**config.mk**
```make
export PLATFORM = sky130hd
export DESIGN_NAME = charger_budget
export DESIGN_NICKNAME = d
export VERILOG_FILES = /design/src/common/charger_pkg.sv /design/src/rtl/sync2.sv /design/src/rtl/port_grant.sv /design/src/rtl/charger_budget.sv
export SDC_FILE = /design/constraint.sdc
export NUM_CORES = 1
export LEC_CHECK = 0
export ABC_AREA = 1
export BUFFER_PORTS_ARGS = -buffer_cell sky130_fd_sc_hd__buf_2
export CAP_MARGIN = 20
export CORE_AREA = 3 3 115 117
export DETAILED_ROUTE_END_ITERATION = 16
export DIE_AREA = 0 0 118 120
export PLACE_DENSITY = 0.73
export SLEW_MARGIN = 25
export SYNTH_ARGS = -nofsm -noshare
export SYNTH_HDL_FRONTEND = slang
export SYNTH_HIERARCHICAL = 1
export SYNTH_SLANG_ARGS = --single-unit
```
**constraint.sdc**
```tcl
create_clock -name clk_sys -period 16.15 [get_ports clk_sys]
set_clock_uncertainty 0.1 [all_clocks]
set_input_delay 1.615 -clock clk_sys [delete_from_list [all_inputs] [get_ports clk_sys]]
set_output_delay 1.615 -clock clk_sys [all_outputs]
set_load 0.1 [all_outputs]
```
**src/common/charger_pkg.sv**
```systemverilog
package charger_pkg;

	// Power figures are kept in half-watt units
	localparam int              PWR_W        = 8;
	localparam logic [PWR_W-1:0] PWR_CUR_MIN  = 8'h0f; // 5 V at 1.5 A
	localparam logic [PWR_W-1:0] PWR_CUR_HI   = 8'h1e; // 5 V at 3 A
	localparam logic [PWR_W-1:0] PWR_LEGACY   = 8'h05; // 5 V at 500 mA
	localparam logic [PWR_W-1:0] PWR_PD_START = 8'h1e; // 15 W first PD target after attach
	localparam logic [PWR_W-1:0] PWR_PD_MAX   = 8'h46; // 35 W port rating
	localparam logic [PWR_W-1:0] PWR_BUDGET   = 8'h78; // 60 W shared pool
	localparam logic [PWR_W-1:0] PWR_ZERO     = 8'h00;

	// Reset values of the control state
	localparam logic RST_VBUS   = 1'b0;
	localparam logic RST_PULSE  = 1'b0;
	localparam logic RST_LEGACY = 1'b1;

	// Current advertisement levels on the configuration pin
	typedef enum logic [1:0] {
		ADV_DEFAULT,
		ADV_1A5,
		ADV_3A0
	} adv_type;

	// Allocation scanner states
	typedef enum logic [1:0] {
		ST_SCAN,
		ST_RECLAIM,
		ST_ASSURED
	} scan_state_type;

endpackage : charger_pkg

```
**src/rtl/sync2.sv**
```systemverilog
`timescale 1ns/1ps
`default_nettype none

module sync2 #(
	parameter int WIDTH = 1
) (
	input  wire logic             clk_sys,
	input  wire logic             rst,
	input  wire logic [WIDTH-1:0] async_in,
	output var  logic [WIDTH-1:0] sync_out
);

	logic [WIDTH-1:0] meta_reg;

	// Two stages; only the second stage is read by the design
	always_ff @(posedge clk_sys) begin
		if (rst) begin
			meta_reg <= '0;
			sync_out <= '0;
		end else begin
			meta_reg <= async_in;
			sync_out <= meta_reg;
		end
	end

endmodule : sync2

`default_nettype wire

```
**src/rtl/port_grant.sv**
```systemverilog
`timescale 1ns/1ps
`default_nettype none

module port_grant
	import charger_pkg::*;
(
	input  wire logic [PWR_W-1:0] cur_alloc,
	input  wire logic [PWR_W-1:0] target,
	input  wire logic [PWR_W-1:0] pool_free,
	input  wire logic             step_only,
	output var  logic [PWR_W-1:0] new_alloc,
	output var  logic             granted
);

	logic [PWR_W:0] reach;

	// Raise toward the target as far as the pool allows; a current-only
	// port has discrete levels, so it moves only when the whole step fits
	always_comb begin
		reach = {1'b0, cur_alloc} + {1'b0, pool_free};
		if (cur_alloc >= target) begin
			new_alloc = cur_alloc;
		end else if (reach >= {1'b0, target}) begin
			new_alloc = target;
		end else if (step_only) begin
			new_alloc = cur_alloc;
		end else begin
			new_alloc = reach[PWR_W-1:0];
		end
		granted = (new_alloc != cur_alloc);
	end

endmodule : port_grant

`default_nettype wire

```
**src/rtl/charger_budget.sv**
```systemverilog
// Functional notes
// [RULE1] Every reversible port always keeps at least 5 V at 1.5 A reserved.
// [RULE2] Every legacy Standard-A port always keeps at least 5 V at 500 mA.
// [RULE3] Legacy ports form their own group, never part of the shared pool.
// [RULE4] Assured group ports ignore other ports' attach state and load.
// [RULE5] Assured independence may break only for protective action after a fault.
// [RULE6] Shared ports have identical minimum and maximum and draw equally.
// [RULE7] Shared port offers minimum first, raises toward maximum after attach.
// [RULE8] Newly attached ports are raised in turn until the pool is used up.
// [RULE9] PD ports start at a reduced offer, raise with new capabilities on demand.
// [RULE10] A sink wanting more sends a request with capability mismatch set.
// [RULE11] Unconnected shared ports all advertise the same, capped by remaining pool.
// [RULE12] Rebalancing may reclaim power by re-advertising reduced capabilities.
// [RULE13] Rebalancing may reclaim power by sending GotoMin to contracted ports.
// [RULE14] Rebalancing follows system policy, only from ports allowed to yield.
// [RULE15] Charging works fully regardless of any data bus state.
// [RULE16] Hub upstream port may share the pool with a different rating.
// [RULE17] Each group applies assured or shared allocation independently.
// [RULE18] Offers are re-sent whenever available resources change.
// [RULE19] Bus power only after sink attach, removed on detach.
// [RULE20] Detach returns the port's allocation to the pool, offers recomputed.
`timescale 1ns/1ps
`default_nettype none

module charger_budget
	import charger_pkg::*;
#(
	parameter int              NUM_PORTS   = 2,
	parameter int              NUM_LEGACY  = 1,
	parameter logic [PWR_W-1:0] PORT_MAX    = PWR_PD_MAX,
	parameter logic [PWR_W-1:0] BUDGET      = PWR_BUDGET,
	parameter bit              HUB_UFP_EN  = 1'b0,
	parameter int              HUB_UFP_IDX = 0,
	parameter logic [PWR_W-1:0] HUB_UFP_MAX = PWR_PD_MAX
) (
	input  wire logic                            clk_sys,
	input  wire logic                            rst,
	input  wire logic                            group_shared,
	input  wire logic [NUM_PORTS-1:0]            sink_attached,
	input  wire logic [NUM_PORTS-1:0]            port_fault,
	input  wire logic [NUM_PORTS-1:0]            pd_capable,
	input  wire logic [NUM_PORTS-1:0]            cap_mismatch,
	input  wire logic [NUM_PORTS-1:0]            yield_ok,
	input  wire logic                            rebalance_en,
	input  wire logic                            gotomin_sel,
	input  wire logic [NUM_LEGACY-1:0]           legacy_fault,
	output var  logic [NUM_PORTS-1:0]            vbus_en,
	output var  adv_type [NUM_PORTS-1:0]         adv_level,
	output var  logic [NUM_PORTS-1:0][PWR_W-1:0] port_offer,
	output var  logic [NUM_PORTS-1:0]            caps_send,
	output var  logic [NUM_PORTS-1:0]            gotomin_send,
	output var  logic [PWR_W-1:0]                idle_offer,
	output var  logic [PWR_W-1:0]                pool_free,
	output var  logic [NUM_LEGACY-1:0]           legacy_vbus_en
);

	// Pointer width; a single port still needs one bit of index
	localparam int IDX_W = (NUM_PORTS > 1) ? $clog2(NUM_PORTS) : 1;

	// Refuse configurations the allocator cannot honour
	initial begin
		if (NUM_PORTS < 1 || NUM_LEGACY < 1 || NUM_PORTS > 15)
			$error("charger_budget: port counts out of range");
		if (PORT_MAX < PWR_CUR_MIN || HUB_UFP_MAX < PWR_CUR_MIN)
			$error("charger_budget: port rating below the guaranteed minimum");
		if (int'(BUDGET) < NUM_PORTS * int'(PWR_CUR_MIN))
			$error("charger_budget: pool cannot reserve the minimum on every port");
		if (HUB_UFP_EN && HUB_UFP_IDX >= NUM_PORTS)
			$error("charger_budget: upstream port index out of range");
	end

	// Whole allocator state, registered in one place
	typedef struct packed {
		scan_state_type                  st;
		logic [IDX_W-1:0]                idx;
		logic [NUM_PORTS-1:0]            att;
		logic [NUM_PORTS-1:0]            vbus;
		logic [NUM_PORTS-1:0]            fault;
		logic [NUM_PORTS-1:0]            caps;
		logic [NUM_PORTS-1:0]            gotomin;
		logic [NUM_PORTS-1:0][PWR_W-1:0] alloc;
		logic [NUM_PORTS-1:0][PWR_W-1:0] target;
		adv_type [NUM_PORTS-1:0]         adv;
		logic [PWR_W-1:0]                idle;
		logic [PWR_W-1:0]                free;
		logic [NUM_LEGACY-1:0]           legacy_on;
	} state_type;

	state_type state_reg;
	state_type state_next;

	// Rating of a port; only the hub upstream port may differ
	function automatic logic [PWR_W-1:0] port_max(input int i);
		if (HUB_UFP_EN && i == HUB_UFP_IDX)
			return HUB_UFP_MAX; // see [RULE16]
		return PORT_MAX; // see [RULE6]
	endfunction : port_max

	// Ceiling of a port that only signals current on its pin
	function automatic logic [PWR_W-1:0] cur_max(input int i);
		logic [PWR_W-1:0] m;
		m = port_max(i);
		return (m < PWR_CUR_HI) ? m : PWR_CUR_HI;
	endfunction : cur_max

	// Current level shown for a given allocation
	// Anything below the 3 A step shows 1.5 A, never the default level
	function automatic adv_type adv_of(input logic [PWR_W-1:0] a);
		return (a >= PWR_CUR_HI) ? ADV_3A0 : ADV_1A5;
	endfunction : adv_of

	// Pins from the connector side are synchronised before use
	logic                 shared_sync;
	logic [NUM_PORTS-1:0] attach_sync;
	logic [NUM_PORTS-1:0] fault_sync;
	logic [NUM_LEGACY-1:0] legacy_fault_sync;

	sync2 #(
		.WIDTH(1 + 2 * NUM_PORTS + NUM_LEGACY)
	) u_pin_sync (
		.clk_sys  (clk_sys),
		.rst      (rst),
		.async_in ({group_shared, sink_attached, port_fault, legacy_fault}),
		.sync_out ({shared_sync, attach_sync, fault_sync, legacy_fault_sync})
	);

	// Pool left after every port's allocation, including idle reserves
	// Saturates at zero because assured mode may promise more than the pool
	// Four spare bits hold the sum of up to fifteen full ports
	logic [PWR_W+3:0] used_sum;
	logic [PWR_W-1:0] free_now;

	always_comb begin
		used_sum = '0;
		for (int i = 0; i < NUM_PORTS; i++) begin
			used_sum = used_sum + {4'h0, state_reg.alloc[i]};
		end
		if (used_sum >= {4'h0, BUDGET}) begin
			free_now = PWR_ZERO;
		end else begin
			free_now = BUDGET - used_sum[PWR_W-1:0];
		end
	end

	// Grant calculation for the port under the scan pointer
	logic [PWR_W-1:0] scan_alloc;
	logic [PWR_W-1:0] scan_target;
	logic             scan_step;
	logic [PWR_W-1:0] scan_new;
	logic             scan_granted;

	assign scan_alloc  = state_reg.alloc[state_reg.idx];
	assign scan_target = state_reg.target[state_reg.idx];
	assign scan_step   = ~pd_capable[state_reg.idx];

	port_grant u_grant (
		.cur_alloc (scan_alloc),
		.target    (scan_target),
		.pool_free (free_now),
		.step_only (scan_step),
		.new_alloc (scan_new),
		.granted   (scan_granted)
	);

	// Donor search: first attached port that policy lets give power back
	// Lowest index wins so the choice repeats for the same attach order
	logic [NUM_PORTS-1:0] donor_mask;
	logic                 donor_found;
	logic [IDX_W-1:0]     donor_idx;

	always_comb begin
		donor_found = 1'b0;
		donor_idx   = '0;
		for (int i = 0; i < NUM_PORTS; i++) begin
			donor_mask[i] = state_reg.att[i] & yield_ok[i] & ~state_reg.fault[i]
				& (state_reg.alloc[i] > PWR_CUR_MIN)
				& (i != int'(state_reg.idx)); // see [RULE14]
		end
		for (int i = NUM_PORTS - 1; i >= 0; i--) begin
			if (donor_mask[i]) begin
				donor_found = 1'b1;
				donor_idx   = IDX_W'(i);
			end
		end
	end

	logic [PWR_W-1:0] idle_cap;

	// Next state of the whole allocator
	always_comb begin
		state_next         = state_reg;
		state_next.caps    = '0;
		state_next.gotomin = '0;
		state_next.att     = attach_sync;
		state_next.free    = free_now;

		// Attach and detach bookkeeping; no data bus term anywhere here
		for (int i = 0; i < NUM_PORTS; i++) begin
			if (attach_sync[i] && !state_reg.att[i]) begin
				state_next.vbus[i]   = ~state_reg.fault[i]; // see [RULE19] [RULE15]
				state_next.alloc[i]  = PWR_CUR_MIN; // see [RULE7]
				state_next.target[i] = pd_capable[i]
					? ((port_max(i) < PWR_PD_START) ? port_max(i) : PWR_PD_START)
					: cur_max(i); // see [RULE9]
				state_next.caps[i]   = pd_capable[i];
			end else if (!attach_sync[i] && state_reg.att[i]) begin
				state_next.vbus[i]   = RST_VBUS; // see [RULE19]
				state_next.fault[i]  = 1'b0;
				state_next.alloc[i]  = PWR_CUR_MIN; // see [RULE20]
				state_next.target[i] = PWR_CUR_MIN;
			end
			// A mismatch request asks for the full rating
			if (state_reg.att[i] && pd_capable[i] && cap_mismatch[i]) begin
				state_next.target[i] = port_max(i); // see [RULE10]
			end
			// Protective shutdown latches until the sink leaves; a fault that
			// outlasts the sink must not lock out the next attach
			if (fault_sync[i] && attach_sync[i]) begin
				state_next.fault[i] = 1'b1; // see [RULE5]
				state_next.vbus[i]  = 1'b0;
			end
		end

		case (state_reg.st)
			ST_ASSURED: begin
				// Every PD port owns its full rating, a current-only port its 3 A ceiling, whatever the others do
				for (int i = 0; i < NUM_PORTS; i++) begin
					state_next.alloc[i]  = pd_capable[i] ? port_max(i) : cur_max(i); // see [RULE4]
					state_next.target[i] = state_next.alloc[i];
				end
				if (shared_sync) begin
					state_next.st = ST_SCAN; // see [RULE17]
					for (int i = 0; i < NUM_PORTS; i++) begin
						state_next.alloc[i]  = PWR_CUR_MIN;
						state_next.target[i] = PWR_CUR_MIN;
					end
				end
			end
			ST_SCAN: begin
				if (!shared_sync) begin
					state_next.st = ST_ASSURED; // see [RULE17]
				end else if (state_reg.att[state_reg.idx] && !state_reg.fault[state_reg.idx]
					&& scan_alloc < scan_target) begin
					if (scan_granted) begin
						// Raise this port, then move on to the next in turn
						state_next.alloc[state_reg.idx] = scan_new; // see [RULE8]
						state_next.idx = (int'(state_reg.idx) == NUM_PORTS - 1)
							? '0 : state_reg.idx + 1'b1;
					end else if (rebalance_en && donor_found) begin
						// Reclaim from the donor, grant on the next visit
						state_next.alloc[donor_idx]  = PWR_CUR_MIN; // see [RULE12]
						state_next.target[donor_idx] = PWR_CUR_MIN;
						if (pd_capable[donor_idx] && gotomin_sel) begin
							state_next.gotomin[donor_idx] = 1'b1; // see [RULE13]
						end
						state_next.st = ST_RECLAIM;
					end else begin
						// Pool too short and no donor: this port waits while the scan moves on
						state_next.idx = (int'(state_reg.idx) == NUM_PORTS - 1)
							? '0 : state_reg.idx + 1'b1; // see [RULE8]
					end
				end else begin
					state_next.idx = (int'(state_reg.idx) == NUM_PORTS - 1)
						? '0 : state_reg.idx + 1'b1;
				end
			end
			ST_RECLAIM: begin
				// One cycle so the pool total reflects the reclaimed power;
				// free_now is built from the registered allocations, so the requester sees the reclaim either way
				state_next.st = shared_sync ? ST_SCAN : ST_ASSURED;
			end
			default: begin
				state_next.st = ST_ASSURED;
			end
		endcase

		// New capabilities whenever an attached PD port's share changes, unless it is sent GotoMin
		for (int i = 0; i < NUM_PORTS; i++) begin
			if (state_next.att[i] && pd_capable[i] && !state_next.gotomin[i]
				&& state_next.alloc[i] != state_reg.alloc[i]) begin
				state_next.caps[i] = 1'b1; // see [RULE18]
			end
		end

		// Offer that every unconnected shared port shows alike
		// Recomputed every cycle from the registered allocations, so a detach widens it two cycles after it is seen
		idle_cap = PORT_MAX;
		if (state_next.st != ST_ASSURED) begin
			if ({1'b0, PWR_CUR_MIN} + {1'b0, free_now} < {1'b0, PORT_MAX}) begin
				idle_cap = PWR_CUR_MIN + free_now; // see [RULE11]
			end
		end
		state_next.idle = idle_cap;

		// Pin advertisement follows the allocation; idle shared ports show the minimum, idle assured ports their ceiling
		for (int i = 0; i < NUM_PORTS; i++) begin
			if (!state_next.att[i]) begin
				state_next.adv[i] = (state_next.st == ST_ASSURED)
					? adv_of(cur_max(i)) : ADV_1A5; // see [RULE7] [RULE1]
			end else begin
				state_next.adv[i] = adv_of(state_next.alloc[i]); // see [RULE1]
			end
		end

		// Legacy ports sit outside the pool with a fixed 500 mA reserve
		// Their fault only drops their own power, never a reversible port's
		state_next.legacy_on = ~legacy_fault_sync; // see [RULE2] [RULE3]
	end

	// Single register stage for all allocator state
	always_ff @(posedge clk_sys) begin
		if (rst) begin
			state_reg.st        <= ST_ASSURED;
			state_reg.idx       <= '0;
			state_reg.att       <= '0;
			state_reg.vbus      <= {NUM_PORTS{RST_VBUS}};
			state_reg.fault     <= '0;
			state_reg.caps      <= {NUM_PORTS{RST_PULSE}};
			state_reg.gotomin   <= {NUM_PORTS{RST_PULSE}};
			state_reg.alloc     <= {NUM_PORTS{PWR_CUR_MIN}};
			state_reg.target    <= {NUM_PORTS{PWR_CUR_MIN}};
			state_reg.adv       <= {NUM_PORTS{ADV_1A5}};
			state_reg.idle      <= PWR_CUR_MIN;
			state_reg.free      <= PWR_ZERO;
			state_reg.legacy_on <= {NUM_LEGACY{RST_LEGACY}};
		end else begin
			state_reg <= state_next;
		end
	end

	// Outputs straight from the state register
	// No logic after the register, so every output is glitch free
	assign vbus_en        = state_reg.vbus;
	assign adv_level      = state_reg.adv;
	assign port_offer     = state_reg.alloc;
	assign caps_send      = state_reg.caps;
	assign gotomin_send   = state_reg.gotomin;
	assign idle_offer     = state_reg.idle;
	assign pool_free      = state_reg.free;
	assign legacy_vbus_en = state_reg.legacy_on;

endmodule : charger_budget

`default_nettype wire

```
==> results of run 1 <==
==> layer usage <==
| metal | part of all wire | track usage | vias to the layer above |
|---|---|---|---|
| met1 | 0.43 | 0.346 | 3037 |
| met4 | 0.027 | 0.106 | 0 |
| li1 | - | - | 3430 |
| met5 | 0 | 0 | - |
| met3 | 0.074 | 0.0415 | 43 |
| met2 | 0.47 | 0.443 | 288 |
==> how the worst max path moves through the flow <==
stage | to | slack (ps) | depth (start not counted) | from
after global routing | caps_send[1] | 8720 | 45 | port_offer[8]
after CTS | caps_send[1] | 9420 | 45 | port_offer[8]
after global placement | caps_send[1] | 9600 | 45 | port_offer[8]
final | caps_send[1] | 9330 | 45 | port_offer[8]
after floorplan | adv_level[3] | 10380 | 46 | port_offer[0]
after detailed placement | caps_send[1] | 9460 | 45 | port_offer[8]
==> through the flow <==
step	hold slack, ps	cells
floorplan	252	1084
global placement	265	1260
detailed placement	260	1260
CTS	281	1276
global route	291	1276
finish	279	1276
==> layout make-up <==
| type | count | share of cell area |
|---|---|---|
| clock buffers | 10 | 0.0335 |
| repair buffers | 69 | 0.0523 |
| well taps | 172 | 0.0302 |
| inverters | 162 | 0.0860 |
| clock inverters | 6 | 0.00650 |
| flip-flops and latches | 78 | 0.219 |
| multi-input cells | 779 | 0.572 |
==> cells in the mapped netlist (3+ instances only) <==
cell | instances | area share
clkbuf_1 | 16 | 0.0090
inv_2 | 7 | 0.0039
nor3_1 | 4 | 0.0030
o21bai_1 | 4 | 0.0045
o21ai_0 | 55 | 0.041
a21oi_1 | 33 | 0.025
o21ai_1 | 3 | 0.0023
or2_2 | 3 | 0.0028
clkinv_1 | 3 | 0.0017
a21oi_2 | 3 | 0.0039
xor2_1 | 5 | 0.0066
nand4_1 | 21 | 0.020
inv_1 | 151 | 0.085
buf_4 | 43 | 0.048
nand3_1 | 96 | 0.072
nor2_2 | 3 | 0.0028
nand3_2 | 4 | 0.0060
nand3b_1 | 4 | 0.0045
ha_1 | 45 | 0.084
nor2_1 | 97 | 0.055
xnor2_1 | 4 | 0.0053
nand2_1 | 331 | 0.19
nor4_1 | 3 | 0.0028
nand2_2 | 15 | 0.014
o211ai_1 | 11 | 0.012
dfxtp_1 | 78 | 0.23
==> power groups by stage <==
stage	Sequential, mW	Combinational (mW)	Clock, mW
after floorplan	0.210	0.279	0
after global placement	0.212	0.328	0
after detailed placement	0.212	0.330	0
after CTS	0.208	0.332	0.199
after global routing	0.209	0.375	0.205
final	0.208	0.336	0.195
==> cells by family (layout without fill, tap and decap cells) <==
logic type	Yosys count	in the layout	synth area share
AOI/OAI and AO/OA	125	125	0.111
xor gates and xnor gates	11	11	0.0167
adders and majority gates	47	47	0.0904
buffers and inverters	227	247	0.155
DFF	78	78	0.234
other	1	3	0.000562
and+or+nand+nor	593	593	0.392
==> flow_summary.json, run 1 <==
{
  "fp.dieH_um": 120,
  "num_vias": 6798,
  "cp_num_buf_inv": 5,
  "total_power_mw": 0.739,
  "portBuffers": 58,
  "final_common_cell": "nand2_1",
  "min-delay-path-class": "reg2reg",
  "cts_tree": "yes",
  "antenna_found_initial": 0,
  "grt_overflow": 0,
  "cts_sinks": 78,
  "cts_setup_buffers": 0,
  "arrival_ps": 6930,
  "path_clk_slew_ps": 60,
  "start_util": 0.535,
  "period_needed_ps": 6820,
  "yosys_warnings": 6,
  "final_cell_mix": "nand2_1, inv_1, nor2_1",
  "drtIter0Drc": 662,
  "min_to": "legacy_vbus_en",
  "max-slew-margin-rel": 0.366,
  "multi_input_area_mm2": 0.00408,
  "grt_pass1_wl_um": 30500,
  "wl_per_cell_um": 14.5,
  "rr_worst_depth": 45,
  "r2r_slack_ps": 9330,
  "crit_path_end_kind": "register",
  "area_growth_pct": 6.87,
  "nFillCells": 1273,
  "final_util": 0.572,
  "firstDrtPassIters": 5,
  "cts-hold-fix-buffers": 0,
  "h-tree-depth": 3,
  "grt_usage": 0.266,
  "postCtsResizedCells": 0,
  "timing.final.crit_share": 0.422,
  "hold_start": "u_pin_sync/sync_out[0]",
  "p_int_mw": 0.409,
  "swShare": 0.446,
  "drt_wl_total_um": 18500,
  "critPathLaunchType": "register",
  "die_width_um": 118,
  "setup_ws_ps": 9330,
  "placed_area_mm2": 0.00684,
  "remaining_drc_errors": 0,
  "synth.cell_area_mm2": 0.00667,
  "fmax_mhz": 147,
  "rsz0062_at_grt": "false",
  "final-hold-violation-count": 0,
  "seq_power_share": 0.281,
  "path_delay_family": "simple AND/OR/NAND/NOR gates",
  "drive_gt1_frac": 0.127,
  "power.share.clock": 0.264,
  "crit_path_max_incr_delay_ps": 430,
  "grt_pass1_vias": 6227,
  "reg2reg_from": "port_offer[8]",
  "rows": 41,
  "final_nets": 1162,
  "yosysSeqAreaShare": 0.234,
  "largest_register_ffs": 23,
  "cts_root_buf": "clkbuf_16",
  "cp_slowest_cell": "fa_1",
  "clkLatencyLatePin_ps": 350,
  "netlist_instances": 1082,
  "async_flop_share": 0,
  "holdPathStages": 1,
  "p_sw_mw": 0.330,
  "numCtsBuffers": 9,
  "synth_cell_types": 54,
  "r2r_end": "caps_send[1]",
  "synth-seq-cells": 78,
  "grt_max_degree": 49,
  "syn_avg_cell_area_um2": 6.16,
  "report.final.slew_viol_count": 0,
  "die-area_mm2": 0.0142,
  "n_antenna_cell": 0,
  "place_congestion": 0.982,
  "via_per_inst": 5.33,
  "path_class": "reg2reg",
  "worst_pin_slew_ps": 950,
  "post-dp-hpwl_um": 14300,
  "io_pins": 59,
  "maxCapViolations": 0,
  "ant_nets": 0,
  "pre_cts_slack_ps": 9460,
  "p_leak_nw": 3.82,
  "path_max_fanout": 13,
  "fp.coreArea_mm2": 0.0125,
  "synth_edf_count": 0,
  "setup-tns-final_ps": 0,
  "p_per_area_mw_per_mm2": 104,
  "critPathRequiredTime_ps": 16270,
  "setup_violations": 0,
  "finish.instance_area_mm2": 0.00713,
  "status": "complete, no violations",
  "crit_path_frequent_cell": "nand2_1",
  "clockBufferDepth": 2,
  "seq_area_mm2": 0.00156,
  "synthFlopType": "dfxtp_1",
  "p_comb_frac": 0.455,
  "vdd_drop_max_mv": 0.0793
}
Power figures use the tool's default switching activity.
==> run 2: changes to the inputs <==
clock period = 7.13 ns   (was 16.15 ns; I/O delays follow)
==> run 2 against run 1 <==
  * Clock-buffer cell count unchanged
  * Wire length is 0.86% higher
  * Critical endpoint unchanged
  * First-iteration DRC count fell by 14%
  * Fmax up 6.5%
  * Power grew 140%
  * Via count is 0.13% higher
  * Non-clock buffer count up 3
  * Worst hold slack improved by 1.6 ps
  * Design area is 0.70% higher
  * Critical path depth rose by 1
  * Cell count grew 0.24%
==> flow_summary.json, run 2 (same netlist as run 1, synthesis figures left out) <==
{
  "cts_sinks": 78,
  "report.final.slew_viol_count": 0,
  "max-slew-margin-rel": 0.365,
  "cp_slowest_cell": "fa_1",
  "fmax_mhz": 156,
  "drtIter0Drc": 569,
  "setup-tns-final_ps": 0,
  "post-dp-hpwl_um": 14400,
  "cts_root_buf": "clkbuf_16",
  "reg2reg_from": "port_offer[8]",
  "final_cell_mix": "nand2_1, inv_1, nor2_1",
  "start_util": 0.535,
  "nFillCells": 1292,
  "final_cells": 1279,
  "die-area_mm2": 0.0142,
  "final_common_cell": "nand2_1",
  "total_power_mw": 1.74,
  "period_needed_ps": 6400,
  "cts_setup_buffers": 0,
  "rsz0062_at_grt": "false",
  "path_clk_slew_ps": 60,
  "setup_ws_ps": 728,
  "largest_register_ffs": 23,
  "grt_pass1_vias": 6137,
  "area_growth_pct": 7.62,
  "num_vias": 6807,
  "maxCapViolations": 0,
  "grt_max_degree": 41,
  "rows": 41,
  "setup_violations": 0,
  "clkLatencyLatePin_ps": 350,
  "io_pins": 59,
  "firstDrtPassIters": 6,
  "critPathRequiredTime_ps": 7250,
  "clockBufferDepth": 2,
  "p_leak_nw": 3.85,
  "grt_overflow": 0,
  "fp.dieH_um": 120,
  "vdd_drop_max_mv": 0.177,
  "place_congestion": 0.947,
  "worst_pin_slew_ps": 951,
  "crit_path_max_incr_delay_ps": 430,
  "die_width_um": 118,
  "critPathLaunchType": "register",
  "crit_path_end_kind": "register",
  "p_per_area_mw_per_mm2": 242,
  "path_max_fanout": 10,
  "use_met3": 0.0566,
  "antenna_found_initial": 0,
  "timing.final.crit_share": 0.898,
  "hold_slack_ps": 281,
  "dp.cells": 1263,
  "ant_nets": 0,
  "min-delay-path-class": "reg2reg",
  "cp-startpoint": "port_offer[8]",
  "via_per_inst": 5.32,
  "met2_usage": 0.439,
  "crit_path_frequent_cell": "nand2_1",
  "final_nets": 1165,
  "cts_tree": "yes",
  "n_antenna_cell": 0,
  "pre_cts_slack_ps": 816,
  "placed_area_mm2": 0.00686,
  "portBuffers": 58,
  "status": "complete, no violations",
  "grt_usage": 0.266,
  "numCtsBuffers": 9,
  "grt_pass1_wl_um": 30200,
  "drt_wl_total_um": 18600,
  "hold_start": "u_pin_sync/sync_out[0]",
  "wl_per_cell_um": 14.6,
  "final_util": 0.576,
  "finish.instance_area_mm2": 0.00718,
  "arrival_ps": 6520,
  "postCtsResizedCells": 0,
  "cts-hold-fix-buffers": 0,
  "drive_gt1_frac": 0.128,
  "grt_use_met1": 0.337,
  "grt.busiest_layer": "met2",
  "path_class": "reg2reg",
  "remaining_drc_errors": 0,
  "fp.coreArea_mm2": 0.0125,
  "h-tree-depth": 3,
  "final-hold-violation-count": 0
}
==> run 2: worst paths after layout <==
check	slack [ps]	depth (start not counted)	end
setup / recovery	730	46	caps_send[1]
hold / removal	280	1	legacy_vbus_en
setup reg to reg	730	46	caps_send[1]
hold reg to reg	280	1	legacy_vbus_en
==> run 2: layout make-up <==
cell class              instances  area [um2]  area share
clock buffers                  10         229      0.0319
repair buffers                 72         395      0.0551
well taps                     172         215      0.0300
flip-flops and latches         78        1560       0.218
multi-input cells             779        4080       0.568
inverters                     162         613      0.0854
clock inverters                 6        83.8      0.0117
==> run 2: power by group <==
group	total, mW	switching [mW]	internal [mW]
combinational	0.773	0.544	0.229
sequential	0.470	0.0121	0.458
clock	0.494	0.188	0.306
total	1.74	0.745	0.993
==> run 2: routing by layer <==
layer | routed length, um | share of wire
met1 | 7890 | 0.42
met5 | 0 | 0
met2 | 8510 | 0.46
met4 | 622 | 0.033
met3 | 1600 | 0.086
==> run 2: critical path: cells and delay by family, from the launching register on <==
| family | cells | cell delay, ps |
|---|---|---|
| simple gates | 32 | 3010 |
| xor+xnor | 1 | 180 |
| flops | 1 | 410 |
| fa+ha+maj | 5 | 1580 |
| compound gates | 3 | 510 |
| buf+inv | 5 | 470 |
==> run 3: changes to the inputs <==
ABC_AREA = default   (was 1)
CORE_AREA = 3 3 112 114   (was 3 3 115 117)
DIE_AREA = 0 0 115 117   (was 0 0 118 120)
==> run 3 against run 2 <==
  * Global-route usage rose by 0.13 points
  * Design area fell by 1.3%
  * Highest routed layer unchanged
  * Sequential power barely moved
  * Register-to-register slack got worse by 540 ps
==> flow_summary.json, run 3 <==
{
  "crit_path_max_incr_delay_ps": 530,
  "synthFlopType": "dfxtp_1",
  "nFillCells": 1001,
  "finish.instance_area_mm2": 0.00708,
  "cp_slowest_cell": "or4_4",
  "max-slew-margin-rel": 0.431,
  "largest_register_ffs": 23,
  "synth_cell_types": 108,
  "h-tree-depth": 3,
  "drt_wl_total_um": 18100,
  "clockBufferDepth": 2,
  "start_util": 0.548,
  "die-area_mm2": 0.0135,
  "critPathRequiredTime_ps": 7270,
  "setup_violations": 0,
  "syn_avg_cell_area_um2": 8.31,
  "clkLatencyLatePin_ps": 350,
  "drive_gt1_frac": 0.261,
  "setup-tns-final_ps": 0,
  "yosys_warnings": 6,
  "min-delay-path-class": "reg2reg",
  "io_pins": 59,
  "fp.coreArea_mm2": 0.0115,
  "synth_common_cells": "dfxtp_1, nor2_1, inv_1",
  "portBuffers": 58,
  "path_max_fanout": 9,
  "period_needed_ps": 6940,
  "grt_pass1_wl_um": 28400,
  "die_width_um": 115,
  "cts_sinks": 78,
  "async_flop_share": 0,
  "post-dp-hpwl_um": 13800,
  "fmax_mhz": 144,
  "wl_per_cell_um": 18.9,
  "status": "complete, no violations",
  "final_nets": 871,
  "fp.dieH_um": 117,
  "netlist_instances": 759,
  "dp.cells": 930,
  "synth_edf_count": 0,
  "vdd_drop_max_mv": 0.160,
  "yosysMostFrequentCell": "dfxtp_1",
  "worst_pin_slew_ps": 852,
  "synth-seq-cells": 78,
  "cts_root_buf": "clkbuf_16",
  "grt_overflow": 0,
  "grt_pass1_vias": 5500,
  "place_congestion": 0.955,
  "hold_slack_ps": 292,
  "arrival_ps": 7080,
  "crit_path_end_kind": "register",
  "final_common_cell": "dfxtp_1",
  "placed_area_mm2": 0.00657,
  "timing.final.crit_share": 0.973,
  "synthTopCellsByArea": "dfxtp_1, ha_1, buf_4, nor2_1, inv_1",
  "path_clk_slew_ps": 70,
  "multi_input_area_mm2": 0.00424,
  "maxCapViolations": 0,
  "numCtsBuffers": 9,
  "critPathLaunchType": "register",
  "remaining_drc_errors": 0,
  "n_antenna_cell": 0,
  "ant_nets": 0,
  "cts_tree": "yes",
  "yosysSeqAreaShare": 0.247,
  "p_per_area_mw_per_mm2": 243,
  "via_per_inst": 6.12,
  "rows": 39,
  "antenna_found_initial": 0,
  "p_leak_nw": 3.04,
  "final_cells": 956,
  "firstDrtPassIters": 5,
  "drtIter0Drc": 499,
  "num_vias": 5848,
  "final-hold-violation-count": 0,
  "final_cell_mix": "dfxtp_1, nor2_1, buf_2",
  "grt_usage": 0.267,
  "synth_top_cell_by_area": "dfxtp_1",
  "area_growth_pct": 12.3,
  "path_class": "reg2reg",
  "synth.cell_area_mm2": 0.00631,
  "synth_top_area_share": 0.247,
  "seq_area_mm2": 0.00157,
  "report.final.slew_viol_count": 0,
  "grt_max_degree": 64
}
==> run 3: cell type report <==
type                            count  area share
Multi-Input combinational cell    566       0.599
Clock inverter                      5     0.00601
Sequential cell                    78       0.221
Timing Repair Buffer              101      0.0871
Clock buffer                       11      0.0343
Tap cell                          143      0.0253
Inverter                           52      0.0276
==> run 3: final timing paths <==
check | start | endpoint | slack (ps) | cells past startpoint
worst max-delay path | port_offer[0] | adv_level[2] | 190 | 33
worst min-delay path | u_pin_sync/sync_out[0] | legacy_vbus_en | 290 | 1
worst max register to register | port_offer[0] | adv_level[2] | 190 | 33
worst min register to register | u_pin_sync/sync_out[0] | legacy_vbus_en | 290 | 1
==> run 3: what timing repair did <==
item,4_1_cts,5_1_grt
buffers inserted,3,7
setup endpoints to repair,5,21
hold buffers,0,0
resized for setup,3,32
pin swaps,2,14
==> run 3: critical path, delay by kind of cell, from the launching register on <==
family	cells	cell delay, ps
compound gates	17	3200
fa+ha+maj	4	1170
buf+inv	5	660
flops	1	330
simple gates	7	1360
==> run 3: cells by family after synthesis <==
group,synth area share
adder cells (fa/ha/maj),0.0956
other,0.000594
flip-flops,0.247
XOR/XNOR,0.0412
AND/OR/NAND/NOR,0.223
multiplexers,0.0268
AO/OA/AOI/OAI,0.261
buffers and inverters,0.104
==> run 3: through the flow <==
stage / total power [mW] / util / setup slack (ps)
after detailed placement: 1.18 / 0.571 / -140
after global placement: 1.17 / 0.571 / 134
after global routing: 1.80 / 0.615 / -128
after CTS: 1.65 / 0.599 / 32.2
after floorplan: 1.04 / - / 35.0
final: 1.72 / 0.615 / 191
==> run 3: layer usage <==
layer / global-route usage / part of all wire / vias to the layer above / wire [um]
li1: - / - / 2817 / -
met5: 0 / 0 / - / 0
met4: 0.114 / 0.029 / 0 / 531
met3: 0.0571 / 0.068 / 40 / 1230
met1: 0.358 / 0.45 / 2777 / 8120
met2: 0.417 / 0.45 / 214 / 8210
==> run 3: power by group <==
| part | internal (mW) | switching (mW) | total, mW |
|---|---|---|---|
| clock network | 0.250 | 0.199 | 0.449 |
| logic | 0.296 | 0.508 | 0.804 |
| registers | 0.457 | 0.0104 | 0.468 |
